[config.mk]
export PLATFORM = sky130hd
export DESIGN_NAME = universal_input_conditioner
export DESIGN_NICKNAME = d
export VERILOG_FILES = /design/src/core/universal_input_conditioner.v /design/src/core/uic_cfg_mem.v /design/src/core/uic_datapath.v
export VERILOG_INCLUDE_DIRS = /design/src /design/src/pkg
export SDC_FILE = /design/constraint.sdc
export NUM_CORES = 2
export LEC_CHECK = 0
export ABC_CLOCK_PERIOD_IN_PS = 98000
export BUFFER_PORTS_ARGS = -buffer_cell sky130_fd_sc_hd__buf_2
export CELL_PAD_IN_SITES_DETAIL_PLACEMENT = 0
export CELL_PAD_IN_SITES_GLOBAL_PLACEMENT = 1
export CORE_MARGIN = 2
export CORE_UTILIZATION = 47
export CTS_BUF_LIST = sky130_fd_sc_hd__clkbuf_2 sky130_fd_sc_hd__clkbuf_4 sky130_fd_sc_hd__clkbuf_8
export CTS_CLUSTER_DIAMETER = 100
export DETAILED_ROUTE_END_ITERATION = 7
export PLACE_DENSITY_LB_ADDON = 0.1
export SETUP_SLACK_MARGIN = 0.05
export SLEW_MARGIN = 15
export SYNTH_ARGS = -nofsm -noshare
export SYNTH_HDL_FRONTEND = slang
export SYNTH_HIERARCHICAL = 1
export SYNTH_SLANG_ARGS = --single-unit
[constraint.sdc]
create_clock -name clk_i -period 98 [get_ports clk_i]
set_clock_uncertainty 0.05 [all_clocks]
set_input_delay 19.6 -clock clk_i [delete_from_list [all_inputs] [get_ports clk_i]]
set_output_delay 19.6 -clock clk_i [all_outputs]
set_load 0.005 [all_outputs]
[src/pkg/uic_map.vh]
// register map, field layout and reset values of the universal input conditioner
// How it works
// - eight identical channels, terminals 2 to 9, each with its own settings
// - per-channel input range 5, 10, 20 or 30 volts, 10 volts after reset
// - offset unit is fixed: 100 percent equals 10 volts on every range
// - offset is added to the terminal reading before scaling
// - comparator sees the reading before the offset is added
// - comparator sees the unscaled reading, scaling never touches it
// - factor 1.0000 maps full range input to 100.00 percent
// - signed factor, negative factor inverts the linear output
// - scaled output held between per-channel minimum and maximum clamp
// - comparator high only when input strictly above threshold
// - threshold compare is signed and algebraic
// - linear destination accepts indexes 000 to 720
// - two logic outputs per channel, each with own destination 000 to 720
// - each logic output has its own high and low value
// - high value of logic output 1 limited to 300.00 percent, resets to 0.01
// - logic output 2 destination resets to 400 on every channel
// - linear destinations reset to 63, 400, 26, 90, 89, 400, 400, 400
// - channel 3 linear feeds a fixed internal port, selector resets to 400
// - logic output 1 destinations reset to 52, 48, 49 on channels 7 to 9
// - comparator high drives high values, low drives low values
// - destination 400 means disconnected, no parameter is written
// - zero value is logic low, any nonzero signed value is logic high
`ifndef UIC_MAP_VH
`define UIC_MAP_VH

// word index = {channel[2:0], field[3:0]}, byte address = 4 * index
`define F_RANGE     4'h0
`define F_OFFSET    4'h1
`define F_SCALE     4'h2
`define F_CLMAX     4'h3
`define F_CLMIN     4'h4
`define F_HI1       4'h5
`define F_LO1       4'h6
`define F_HI2       4'h7
`define F_LO2       4'h8
`define F_THRESH    4'h9
`define F_DEST_LIN  4'ha
`define F_DEST1     4'hb
`define F_DEST2     4'hc
`define F_COUNT     4'hd
`define IDX_STATUS  8'h80
`define CFG_WORDS   8'h80

// range codes and full scale in millivolts
`define RANGE_5V    2'h0
`define RANGE_10V   2'h1
`define RANGE_20V   2'h2
`define RANGE_30V   2'h3
`define MV_5V       40'sh0000001388
`define MV_10V      40'sh0000002710
`define MV_20V      40'sh0000004e20
`define MV_30V      40'sh0000007530

// value limits, 0.01 percent or 1 mV per lsb
`define OFS_LIM     16'h2710
`define VAL_LIM     16'h7530
`define DEST_NONE   10'h190
`define DEST_MAX    10'h2d0
`define TERM3_CH    3'h1

// reset values
`define RANGE_RST   2'h1
`define SCALE_RST   16'h2710
`define CLMAX_RST   16'h2710
`define CLMIN_RST   16'hd8f0
`define HI_RST      16'h0001
`define LO_RST      16'h0000
`define THRESH_RST  16'h0000
`define DEST_CH2    10'h03f
`define DEST_CH4    10'h01a
`define DEST_CH5    10'h05a
`define DEST_CH6    10'h059
`define DEST_CH7    10'h034
`define DEST_CH8    10'h030
`define DEST_CH9    10'h031

`endif

[src/core/universal_input_conditioner.v]
// eight-channel universal input conditioner with wishbone settings port
//
// Decided for this implementation: the Wishbone slave port and the placing of the registers.
`timescale 1ns/1ns
`include "uic_map.vh"
module universal_input_conditioner (
    // clock and reset
    input  wire        clk_i,
    input  wire        rst_i,
    // wishbone slave
    input  wire [31:0] adr_i,
    input  wire [31:0] dat_i,
    input  wire [3:0]  sel_i,
    input  wire        we_i,
    input  wire        cyc_i,
    input  wire        stb_i,
    output reg  [31:0] dat_o,
    output reg         ack_o,
    // terminal sampler
    input  wire        sample_valid_i,
    input  wire [2:0]  sample_ch_i,
    input  wire [15:0] sample_mv_i,
    output reg         sample_ready_o,
    // parameter network
    output reg         par_wr_o,
    output reg  [9:0]  par_idx_o,
    output reg  [15:0] par_val_o,
    output reg         par_level_o,
    // fixed internal path of terminal 3
    output reg         fast_ref_wr_o,
    output reg  [15:0] fast_ref_o,
    // comparator states, bit 0 is terminal 2
    output reg  [7:0]  logic_state_o
);
    localparam [5:0] S_INIT = 6'h01;
    localparam [5:0] S_IDLE = 6'h02;
    localparam [5:0] S_BUS  = 6'h04;
    localparam [5:0] S_LOAD = 6'h08;
    localparam [5:0] S_CALC = 6'h10;
    localparam [5:0] S_EMIT = 6'h20;

    reg  [5:0]  state_q;
    reg  [5:0]  state_d;
    reg  [6:0]  init_q;
    reg  [3:0]  cnt_q;
    reg  [1:0]  slot_q;
    reg  [2:0]  ch_q;
    reg  [15:0] volt_q;
    reg  [15:0] cfg_q [0:12];
    reg  [15:0] lin_q;
    reg  [15:0] val1_q;
    reg  [15:0] val2_q;
    reg  [7:0]  bus_idx_q;
    reg         bus_map_q;
    reg         mem_we;
    reg  [6:0]  mem_addr;
    reg  [15:0] mem_wdata;
    reg  [9:0]  dest;
    reg  [15:0] value;
    wire [15:0] mem_rdata;
    wire [15:0] lin_w;
    wire        cmp_w;
    wire [15:0] val1_w;
    wire [15:0] val2_w;
    wire        bus_req;
    wire        take_sample;
    wire [7:0]  word_idx;
    wire        cfg_hit;
    integer     i;

    // reset content of one settings word
    function [15:0] default_of;
        input [2:0] ch;
        input [3:0] fld;
        begin
            default_of = 16'h0000;
            case (fld)
                `F_RANGE:   default_of = {14'h0000, `RANGE_RST};
                `F_SCALE:   default_of = `SCALE_RST;
                `F_CLMAX:   default_of = `CLMAX_RST;
                `F_CLMIN:   default_of = `CLMIN_RST;
                `F_HI1:     default_of = `HI_RST;
                `F_LO1:     default_of = `LO_RST;
                `F_HI2:     default_of = `HI_RST;
                `F_LO2:     default_of = `LO_RST;
                `F_THRESH:  default_of = `THRESH_RST;
                `F_DEST_LIN:
                begin
                    case (ch)
                        3'h0:    default_of = {6'h00, `DEST_CH2};
                        3'h2:    default_of = {6'h00, `DEST_CH4};
                        3'h3:    default_of = {6'h00, `DEST_CH5};
                        3'h4:    default_of = {6'h00, `DEST_CH6};
                        default: default_of = {6'h00, `DEST_NONE};
                    endcase
                end
                `F_DEST1:
                begin
                    case (ch)
                        3'h5:    default_of = {6'h00, `DEST_CH7};
                        3'h6:    default_of = {6'h00, `DEST_CH8};
                        3'h7:    default_of = {6'h00, `DEST_CH9};
                        default: default_of = {6'h00, `DEST_NONE};
                    endcase
                end
                `F_DEST2:   default_of = {6'h00, `DEST_NONE};
                default:    default_of = 16'h0000;
            endcase
        end
    endfunction

    // signed limit to +/- lim
    function [15:0] limit;
        input [15:0] v;
        input [15:0] lim;
        begin
            if ($signed(v) > $signed(lim))
            begin
                limit = lim;
            end
            else if ($signed(v) < -$signed(lim))
            begin
                limit = 16'h0000 - lim;
            end
            else
            begin
                limit = v;
            end
        end
    endfunction

    // write data as stored: out-of-range values saturate instead of being refused, except range, which keeps only its low two bits
    function [15:0] condition;
        input [3:0]  fld;
        input [15:0] d;
        begin
            case (fld)
                `F_RANGE:    condition = {14'h0000, d[1:0]};
                `F_OFFSET:   condition = limit(d, `OFS_LIM);
                `F_DEST_LIN,
                `F_DEST1,
                `F_DEST2:    condition = (d[15:10] != 6'h00 || d[9:0] > `DEST_MAX) ?
                                         {6'h00, `DEST_MAX} : d;
                default:     condition = limit(d, `VAL_LIM);
            endcase
        end
    endfunction

    assign word_idx    = adr_i[9:2];
    assign cfg_hit     = (adr_i[31:10] == 22'h000000) && (word_idx < `CFG_WORDS) &&
                         (word_idx[3:0] < `F_COUNT);
    assign bus_req     = cyc_i && stb_i && !ack_o;
    assign take_sample = sample_valid_i && sample_ready_o;

    uic_cfg_mem cfg_mem (
        .clk_i   (clk_i),
        .we_i    (mem_we),
        .addr_i  (mem_addr),
        .wdata_i (mem_wdata),
        .rdata_q (mem_rdata)
    );

    // the settings of the latched channel feed one shared datapath
    uic_datapath datapath (
        .volt_i   (volt_q),
        .range_i  (cfg_q[`F_RANGE][1:0]),
        .offset_i (cfg_q[`F_OFFSET]),
        .scale_i  (cfg_q[`F_SCALE]),
        .clmax_i  (cfg_q[`F_CLMAX]),
        .clmin_i  (cfg_q[`F_CLMIN]),
        .thresh_i (cfg_q[`F_THRESH]),
        .hi1_i    (cfg_q[`F_HI1]),
        .lo1_i    (cfg_q[`F_LO1]),
        .hi2_i    (cfg_q[`F_HI2]),
        .lo2_i    (cfg_q[`F_LO2]),
        .lin_o    (lin_w),
        .cmp_o    (cmp_w),
        .val1_o   (val1_w),
        .val2_o   (val2_w)
    );

    // memory port: init sweep, bus access or channel load share one port
    always @*
    begin
        mem_we    = 1'b0;
        mem_addr  = 7'h00;
        mem_wdata = 16'h0000;
        case (state_q)
            S_INIT:
            begin
                mem_we    = 1'b1;
                mem_addr  = init_q;
                mem_wdata = default_of(init_q[6:4], init_q[3:0]);
            end
            S_IDLE:
            begin
                mem_addr  = word_idx[6:0];
                mem_wdata = condition(word_idx[3:0], dat_i[15:0]);
                mem_we    = !take_sample && bus_req && we_i && cfg_hit && sel_i[0] && sel_i[1];
            end
            S_LOAD:
            begin
                mem_addr = {ch_q, cnt_q};
            end
            default:
            begin
                mem_addr = 7'h00;
            end
        endcase
    end

    always @*
    begin
        state_d = state_q;
        case (state_q)
            S_INIT:
            begin
                if (init_q == 7'h7f)
                begin
                    state_d = S_IDLE;
                end
            end
            S_IDLE:
            begin
                if (take_sample)
                begin
                    state_d = S_LOAD;
                end
                else if (bus_req)
                begin
                    state_d = S_BUS;
                end
            end
            S_BUS:   state_d = S_IDLE;
            S_LOAD:
            begin
                if (cnt_q == `F_COUNT)
                begin
                    state_d = S_CALC;
                end
            end
            S_CALC:  state_d = S_EMIT;
            S_EMIT:
            begin
                if (slot_q == 2'h2)
                begin
                    state_d = S_IDLE;
                end
            end
            default: state_d = S_INIT;
        endcase
    end

    // destination and value of the current emit slot
    always @*
    begin
        case (slot_q)
            2'h1:
            begin
                dest  = cfg_q[`F_DEST1][9:0];
                value = val1_q;
            end
            2'h2:
            begin
                dest  = cfg_q[`F_DEST2][9:0];
                value = val2_q;
            end
            default:
            begin
                dest  = cfg_q[`F_DEST_LIN][9:0];
                value = lin_q;
            end
        endcase
    end

    always @(posedge clk_i)
    begin
        if (rst_i)
        begin
            state_q        <= S_INIT;
            init_q         <= 7'h00;
            cnt_q          <= 4'h0;
            slot_q         <= 2'h0;
            ch_q           <= 3'h0;
            volt_q         <= 16'h0000;
            lin_q          <= 16'h0000;
            val1_q         <= 16'h0000;
            val2_q         <= 16'h0000;
            bus_idx_q      <= 8'h00;
            bus_map_q      <= 1'b0;
            dat_o          <= 32'h00000000;
            ack_o          <= 1'b0;
            sample_ready_o <= 1'b0;
            par_wr_o       <= 1'b0;
            par_idx_o      <= 10'h000;
            par_val_o      <= 16'h0000;
            par_level_o    <= 1'b0;
            fast_ref_wr_o  <= 1'b0;
            fast_ref_o     <= 16'h0000;
            logic_state_o  <= 8'h00;
            for (i = 0; i < 13; i = i + 1)
            begin
                cfg_q[i] <= 16'h0000;
            end
        end
        else
        begin
            state_q        <= state_d;
            ack_o          <= 1'b0;
            par_wr_o       <= 1'b0;
            fast_ref_wr_o  <= 1'b0;
            // a new sample is accepted only from the idle state
            sample_ready_o <= (state_d == S_IDLE);
            case (state_q)
                S_INIT:
                begin
                    init_q <= init_q + 7'h01;
                end
                S_IDLE:
                begin
                    cnt_q  <= 4'h0;
                    slot_q <= 2'h0;
                    if (take_sample)
                    begin
                        ch_q   <= sample_ch_i;
                        volt_q <= sample_mv_i;
                    end
                    else if (bus_req)
                    begin
                        bus_idx_q <= word_idx;
                        bus_map_q <= cfg_hit;
                    end
                end
                S_BUS:
                begin
                    ack_o <= 1'b1;
                    if (bus_map_q)
                    begin
                        dat_o <= {16'h0000, mem_rdata};
                    end
                    else if (bus_idx_q == `IDX_STATUS && adr_i[31:10] == 22'h000000)
                    begin
                        dat_o <= {24'h000000, logic_state_o};
                    end
                    else
                    begin
                        dat_o <= 32'h00000000;
                    end
                end
                S_LOAD:
                begin
                    // read data trails the address by one cycle
                    cnt_q <= cnt_q + 4'h1;
                    if (cnt_q != 4'h0)
                    begin
                        cfg_q[cnt_q - 4'h1] <= mem_rdata;
                    end
                end
                S_CALC:
                begin
                    lin_q                <= lin_w;
                    val1_q               <= val1_w;
                    val2_q               <= val2_w;
                    logic_state_o[ch_q]  <= cmp_w;
                end
                S_EMIT:
                begin
                    slot_q      <= slot_q + 2'h1;
                    par_wr_o    <= (dest != `DEST_NONE);
                    par_idx_o   <= dest;
                    par_val_o   <= value;
                    par_level_o <= (value != 16'h0000);
                    if (slot_q == 2'h0 && ch_q == `TERM3_CH)
                    begin
                        fast_ref_wr_o <= 1'b1;
                        fast_ref_o    <= lin_q;
                    end
                end
                default:
                begin
                    cnt_q <= 4'h0;
                end
            endcase
        end
    end
endmodule

[src/core/uic_cfg_mem.v]
// settings memory for all eight channels, registered read
`timescale 1ns/1ns
module uic_cfg_mem (
    // clock
    input  wire        clk_i,
    // single port
    input  wire        we_i,
    input  wire [6:0]  addr_i,
    input  wire [15:0] wdata_i,
    output reg  [15:0] rdata_q
);
    reg [15:0] mem [0:127];

    always @(posedge clk_i)
    begin
        if (we_i)
        begin
            mem[addr_i] <= wdata_i;
        end
        rdata_q <= mem[addr_i];
    end
endmodule

[src/core/uic_datapath.v]
// combinational linear and logic path of one channel sample
`timescale 1ns/1ns
`include "uic_map.vh"
module uic_datapath (
    // terminal reading, mV
    input  wire signed [15:0] volt_i,
    // settings
    input  wire        [1:0]  range_i,
    input  wire signed [15:0] offset_i,
    input  wire signed [15:0] scale_i,
    input  wire signed [15:0] clmax_i,
    input  wire signed [15:0] clmin_i,
    input  wire signed [15:0] thresh_i,
    input  wire signed [15:0] hi1_i,
    input  wire signed [15:0] lo1_i,
    input  wire signed [15:0] hi2_i,
    input  wire signed [15:0] lo2_i,
    // results
    output wire signed [15:0] lin_o,
    output wire               cmp_o,
    output wire signed [15:0] val1_o,
    output wire signed [15:0] val2_o
);
    reg signed [39:0] full_mv;
    wire signed [39:0] summed;
    wire signed [39:0] product;
    wire signed [39:0] scaled;

    always @*
    begin
        case (range_i)
            `RANGE_5V:  full_mv = `MV_5V;
            `RANGE_20V: full_mv = `MV_20V;
            `RANGE_30V: full_mv = `MV_30V;
            default:    full_mv = `MV_10V;
        endcase
    end

    // offset lsb is 1 mV on every range, so it adds straight to the reading
    assign summed  = {{24{volt_i[15]}}, volt_i} + {{24{offset_i[15]}}, offset_i};
    // 1.0000 is 10000 counts and 100.00 % is 10000 counts: out = sum * scale / full
    assign product = summed * {{24{scale_i[15]}}, scale_i};
    assign scaled  = product / full_mv;

    // clamps never exceed 16 bits, so the clamped value fits after the cut
    assign lin_o = (scaled > $signed({{24{clmax_i[15]}}, clmax_i})) ? clmax_i :
                   (scaled < $signed({{24{clmin_i[15]}}, clmin_i})) ? clmin_i : scaled[15:0];

    // raw terminal value only: no offset, no scaling
    assign cmp_o  = (volt_i > thresh_i);
    assign val1_o = cmp_o ? hi1_i : lo1_i;
    assign val2_o = cmp_o ? hi2_i : lo2_i;
endmodule

* After elaboration in Yosys (flattened, before gate mapping)
Memory sizes are Yosys's and may differ from the RTL's. A register that Yosys moved wholly into a read port is not among the register bits.
Cells that the tools add are included.
** Cells by class
- Add/sub/neg operators :: 5
- Multiply operators :: 1
- Div/mod/pow operators :: 1
- Order comparisons :: 12
- Eq/ne operators :: 34
- Muxes and demuxes :: 45
- Bitwise operators :: 2
- Reductions and logical operators :: 35
** Operators by type and width (number)
- $mux 16 :: 11
- $pmux 16 s6 :: 1
- $pmux 16 s2 :: 2
- $pmux 16 s3 :: 1
- $pmux 15 s3 :: 1
- $div 40x40->40 :: 1
- $gt 40x16->1 :: 1
- $lt 40x16->1 :: 1
- $pmux 6 s6 :: 1
- $pmux 9 s4 :: 1
- $mul 17x16->33 :: 1
- $mux 6 :: 5
- $eq 4x4->1 const B :: 7
- $pmux 9 s3 :: 1
- $logic_not 22->1 :: 1
- $pmux 7 s3 :: 1
- $pmux 10 s2 :: 1
- $add 16x16->17 :: 1
- $gt 16x15->1 const B :: 1
- $gt 16x16->1 :: 1
- $gt 16x16->1 const B :: 1
- $lt 16x15->1 const B :: 1
- $lt 16x16->1 const B :: 1
- $reduce_bool 16->1 :: 1
- other kinds (50) :: 90
** Word-level totals
- Bits in registers :: 182
- RAM bits :: 2256
- Input port bits :: 93
- Memories kept :: 2
** Memories
- cfg_mem.mem :: depth 128, width 16, rd ports 1, clocked after Yosys merged registers in 1, wr ports 1, RTL line uic_cfg_mem.v:12 : reg [15:0] mem [0:127];
- cfg_q :: depth 13, width 16, rd ports 13, clocked after Yosys merged registers in 0, wr ports 13, RTL line universal_input_conditioner.v:49 : reg [15:0] cfg_q [0:12];

* Longest topological paths before layout
- Depth in word-level cells :: 10
- Depth in mapped cells :: 509
- Mapped depth without buffers :: 458

* Hierarchy
The synthesis kept the hierarchy.
** Modules (own cells, without submodules)
- uic_cfg_mem :: instances 1, cells each 4623, area an instance 78861.9 sq um, seq. area each 61819.3 sq um
- uic_datapath :: instances 1, cells each 6500, area an instance 46309.4 sq um, seq. area each 0.0 sq um
- universal_input_conditioner :: instances 1, cells each 1505, area an instance 14819.2 sq um, seq. area each 8608.3 sq um

* Worst setup path after synthesis
Ideal clock, no wire load.
- Path kind :: register to register
- Start point :: reg volt_q[0]
- End point :: reg lin_q[10]
- Setup time :: 0.070 ns
- Arrival :: 91.965 ns
- Data required time :: 97.880 ns
- Setup slack :: 5.915 ns
- Stages on the path, launching flop included :: 464
- Path buffers :: 55
- Clock period less this slack :: 92.085 ns
- Cells stage by stage :: dfxtp_1 > ha_1 > inv_1 > fa_1 > inv_1 > a21oi_1 > o21ai_0 > a21oi_1 > o21ai_0 > a21oi_1 > o21ai_0 > a21oi_1 > o21ai_0 > a21oi_1 > nor2_1 > o21ai_0 > nand2b_1 > a21o_1 > [... 428 more ...] > nand2_1 > nor4_1 > nor4b_1 > nor3b_1 > a21oi_1 > xnor2_1 > ha_1 > nand4_1 > or2_2 > nor3_1 > nand2_1 > o211ai_1 > a21oi_1 > o21ai_0 > clkbuf_1 > mux2i_1 > nand2_1 > a21oi_1
** Between the ends
- Word-level cells in the longest chain between the ends :: 6
** RTL lines
- start: declaration :: RTL line universal_input_conditioner.v:48 : reg [15:0] volt_q;
- start signal: assignment :: RTL line universal_input_conditioner.v:326 : volt_q <= sample_mv_i;
- $add 16x16->17 (*) :: RTL line uic_datapath.v:40 : assign summed = {{24{volt_i[15]}}, volt_i} + {{24{offset_i[15]}}, offset_i};
- $mul 17x16->33 (*) :: RTL line uic_datapath.v:42 : assign product = summed * {{24{scale_i[15]}}, scale_i};
- $div 40x40->40 (*) :: RTL line uic_datapath.v:43 : assign scaled = product / full_mv;
- $lt 40x16->1 :: RTL line uic_datapath.v:47 : (scaled < $signed({{24{clmin_i[15]}}, clmin_i})) ? clmin_i : scaled[15:0];
- $mux 16 :: RTL line uic_datapath.v:47
- $mux 16 (*) :: RTL line uic_datapath.v:46 : assign lin_o = (scaled > $signed({{24{clmax_i[15]}}, clmax_i})) ? clmax_i :
- named net lin_w[10] :: RTL line universal_input_conditioner.v:61 : wire [15:0] lin_w;
- end signal: assignment :: RTL line universal_input_conditioner.v:361 : lin_q <= lin_w;
- end: declaration :: RTL line universal_input_conditioner.v:50 : reg [15:0] lin_q;
The timed path passes the listed nets; every way through them passes the cells marked *.
A chain may end at the register's enable or synchronous reset.

==> results.py <==
metrics = {
    "outcome": {
        "status": "complete, but fails checks",
        "violations": "design-rule violations",
    },
    "clock_network": {
        "clock_sinks": 2406,
        "cts.hold.buffers_added": 0,
        "ctsHtreeMaxLevel": 5,
        "cts_buffers": 375,
        "clkTransAtPathRegs_ps": 60,
        "cts_root_buf": "clkbuf_8",
        "cts_tree": "yes",
        "max-clock-path-buffers": 4,
        "clkLatencyLatePin_ps": 1000,
    },
    "die": {
        "fp.coreArea_mm2": 0.297,
        "io_pins": 180,
        "die_y_um": 550,
        "initial_core_util": 0.472,
        "fp.dieArea_mm2": 0.302,
        "rows": 200,
        "die_x_um": 550,
    },
    "global_routing": {
        "first_global_vias": 113000,
        "grtUsageTotal": 0.334,
        "grt_first_pass_wirelength_mm": 749,
        "grt_max_degree": 119,
        "grt_overflow_total": 0,
        "grt_antenna_before_repair": 20,
    },
    "setup_path": {
        "worstPathRequired_ps": 98790,
        "critical_path_buf_inv_count": 53,
        "cp_top_family": "simple AND/OR/NAND/NOR gates",
        "crit_start": "cfg_q[1][1]",
        "reg2reg_to": "lin_q[2]",
        "r2r_slack_ps": 5960,
        "worstPathMaxFanout": 20,
        "setup.worst_path.end_class": "flop",
        "r2r_cells": 451,
        "cpMostUsedCell": "buf_4",
        "path_class": "reg2reg",
        "start_kind": "flop",
        "reg2reg_from": "cfg_q[1][1]",
        "cp.arrival_ps": 92820,
        "slowest_delay_ps": 840,
        "slowest_stage": "xnor2_1",
    },
    "sta": {
        "max_freq_ghz": 0.0109,
        "finalSetupViolCount": 0,
        "tightestPinTransition_ps": 1410,
        "period_minus_slack_ps": 92040,
        "period_share": 0.939,
        "finalMaxSlewViolations": 0,
        "slew_headroom": 0.0485,
        "final_hold_viol_count": 0,
    },
    "cells_and_area": {
        "syn_to_final_growth_pct": 17.5,
        "drive_above_1_share": 0.215,
        "final_cell_mix": "2224 x edfxtp_1, 1727 x buf_4, 1062 x nand2_1",
        "layout_commonest_cell": "edfxtp_1",
        "final_util": 0.555,
        "nNetsFinal": 15200,
    },
    "logic_synthesis": {
        "synth_fa_ha_area_frac": 0.0896,
        "avgSynthCellArea_um2": 11.1,
        "muxShareOfSynthArea": 0.0361,
        "ys_warn_count": 6,
        "ys_seq_area_frac": 0.503,
        "synth_simple_gate_area_frac": 0.138,
        "synth_flop_cell": "edfxtp_1",
        "synth_cell_types": 158,
        "syn_inst": 12600,
        "syn_area_mm2": 0.140,
        "synth_compound_area_frac": 0.169,
        "synth-edff-count": 2224,
        "synth_xor_area_frac": 0.0283,
        "synth_seq_cells": 2406,
        "async_flop_share": 0,
        "synth_top_family_by_area": "compound AO/OA/AOI/OAI gates",
    },
    "run": {
        "drv_cap": 0,
    },
    "detailed_routing": {
        "vias": 114000,
        "via_per_inst": 6.15,
        "drc_errors": 1,
        "drt_first_iter_violations": 11100,
        "drt_pass1_iterations": 8,
        "wl_per_cell_um": 27.9,
        "routed_wl_mm": 517,
        "drtAntennaViolNets": 0,
    },
    "hold_path": {
        "hp-class": "reg2reg",
        "min_from": "fast_ref_o[5]",
        "holdPathStages": 2,
        "hold_end": "fast_ref_o[5]",
    },
    "placed_design": {
        "dp.final_hpwl_mm": 360,
        "portBuffers": 143,
        "place_congestion": 0.975,
    },
}
[registers in the layout (all words and copies together), names as in the netlist, 2 cells and up]
register and flops:
val2_q 16, init_q 7, state_q 6, cfg_mem/mem 2048
bus_idx_q 8, lin_q 16, ch_q 3, slot_q 2
logic_state_o 8, fast_ref_o 16, par_idx_o 10, val1_q 16
cfg_q 176, volt_q 16, cfg_mem/rdata_q 16, cnt_q 4
par_val_o 16, dat_o 16
[repair_timing]
action	CTS	global route
pin swaps	0	23
endpoints found under the setup margin	16	16
gates cloned	0	4
gates resized for setup	1	137
hold endpoints to repair	0	0
buffers inserted	0	34
[layer usage]
layer / global-route usage / wire, µm
met5: 0 / 26
met3: 0.0410 / 35400
met1: 0.424 / 204000
met4: 0.188 / 34300
met2: 0.553 / 243000
[worst max-delay path by stage]
stage / endpoint / depth (start not counted)
after floorplan: lin_q[10] / 463
after global placement: lin_q[3] / 446
after detailed placement: lin_q[3] / 446
after CTS: lin_q[2] / 445
after global routing: lin_q[2] / 470
final: lin_q[2] / 451
[worst min-delay path: cells and delay by family (launching register included)]
kind            cells  cell delay [ps]
flops               1              300
compound gates      1               50
simple gates        1               50
[synthesized netlist by cell type, drive strengths merged, types with 219 or more instances]
master / count / area [µm²]
ha: 557 / 6970
o21ai: 542 / 2740
xnor2: 314 / 2760
a221oi: 493 / 4320
nand2: 1069 / 4020
nor3: 264 / 1410
nor2: 1040 / 3940
edfxtp: 2224 / 66800
fa: 277 / 5550
inv: 559 / 2100
a22oi: 219 / 1660
mux2: 226 / 2560
and2: 385 / 2410
a21oi: 851 / 4290
clkbuf: 362 / 1360
buf: 303 / 1560
[cell type report]
class,instances,area (µm²)
clock buffers,516,6340
fillers,25700,132000
inverters,561,2140
clock inverters,149,873
flip-flops and latches,2406,70400
well taps,3939,4930
diodes,4,10.0
repair buffers,1890,14100
multi-input cells,9025,65700
[stage by stage]
stage | cell area (µm²) | worst slack [ps] | std cells | setup TNS [ps] | hold WS (ps)
6_report | 165000 | 5960 | 18500 | 0 | 400
5_1_grt | 165000 | -98.9 | 18500 | -487 | 419
4_1_cts | 164000 | 120 | 18400 | 0 | 395
3_5_place_dp | 156000 | 442 | 17800 | 0 | 393
3_3_place_gp | 156000 | 1270 | 17800 | 0 | 385
2_1_floorplan | 140000 | 5920 | 12700 | 0 | 376
[cells by family after synthesis]
family / after synthesis
adder cells (fa/ha/maj): 837
AO/OA/AOI/OAI: 3372
flip-flops: 2406
AND/OR/NAND/NOR: 3889
XOR/XNOR: 448
buffers and inverters: 1226
multiplexers: 448
other: 2
Power is left out: the tool's default activity adds up to more than one toggle a clock period on the data nets, which glitch-free logic cannot reach.
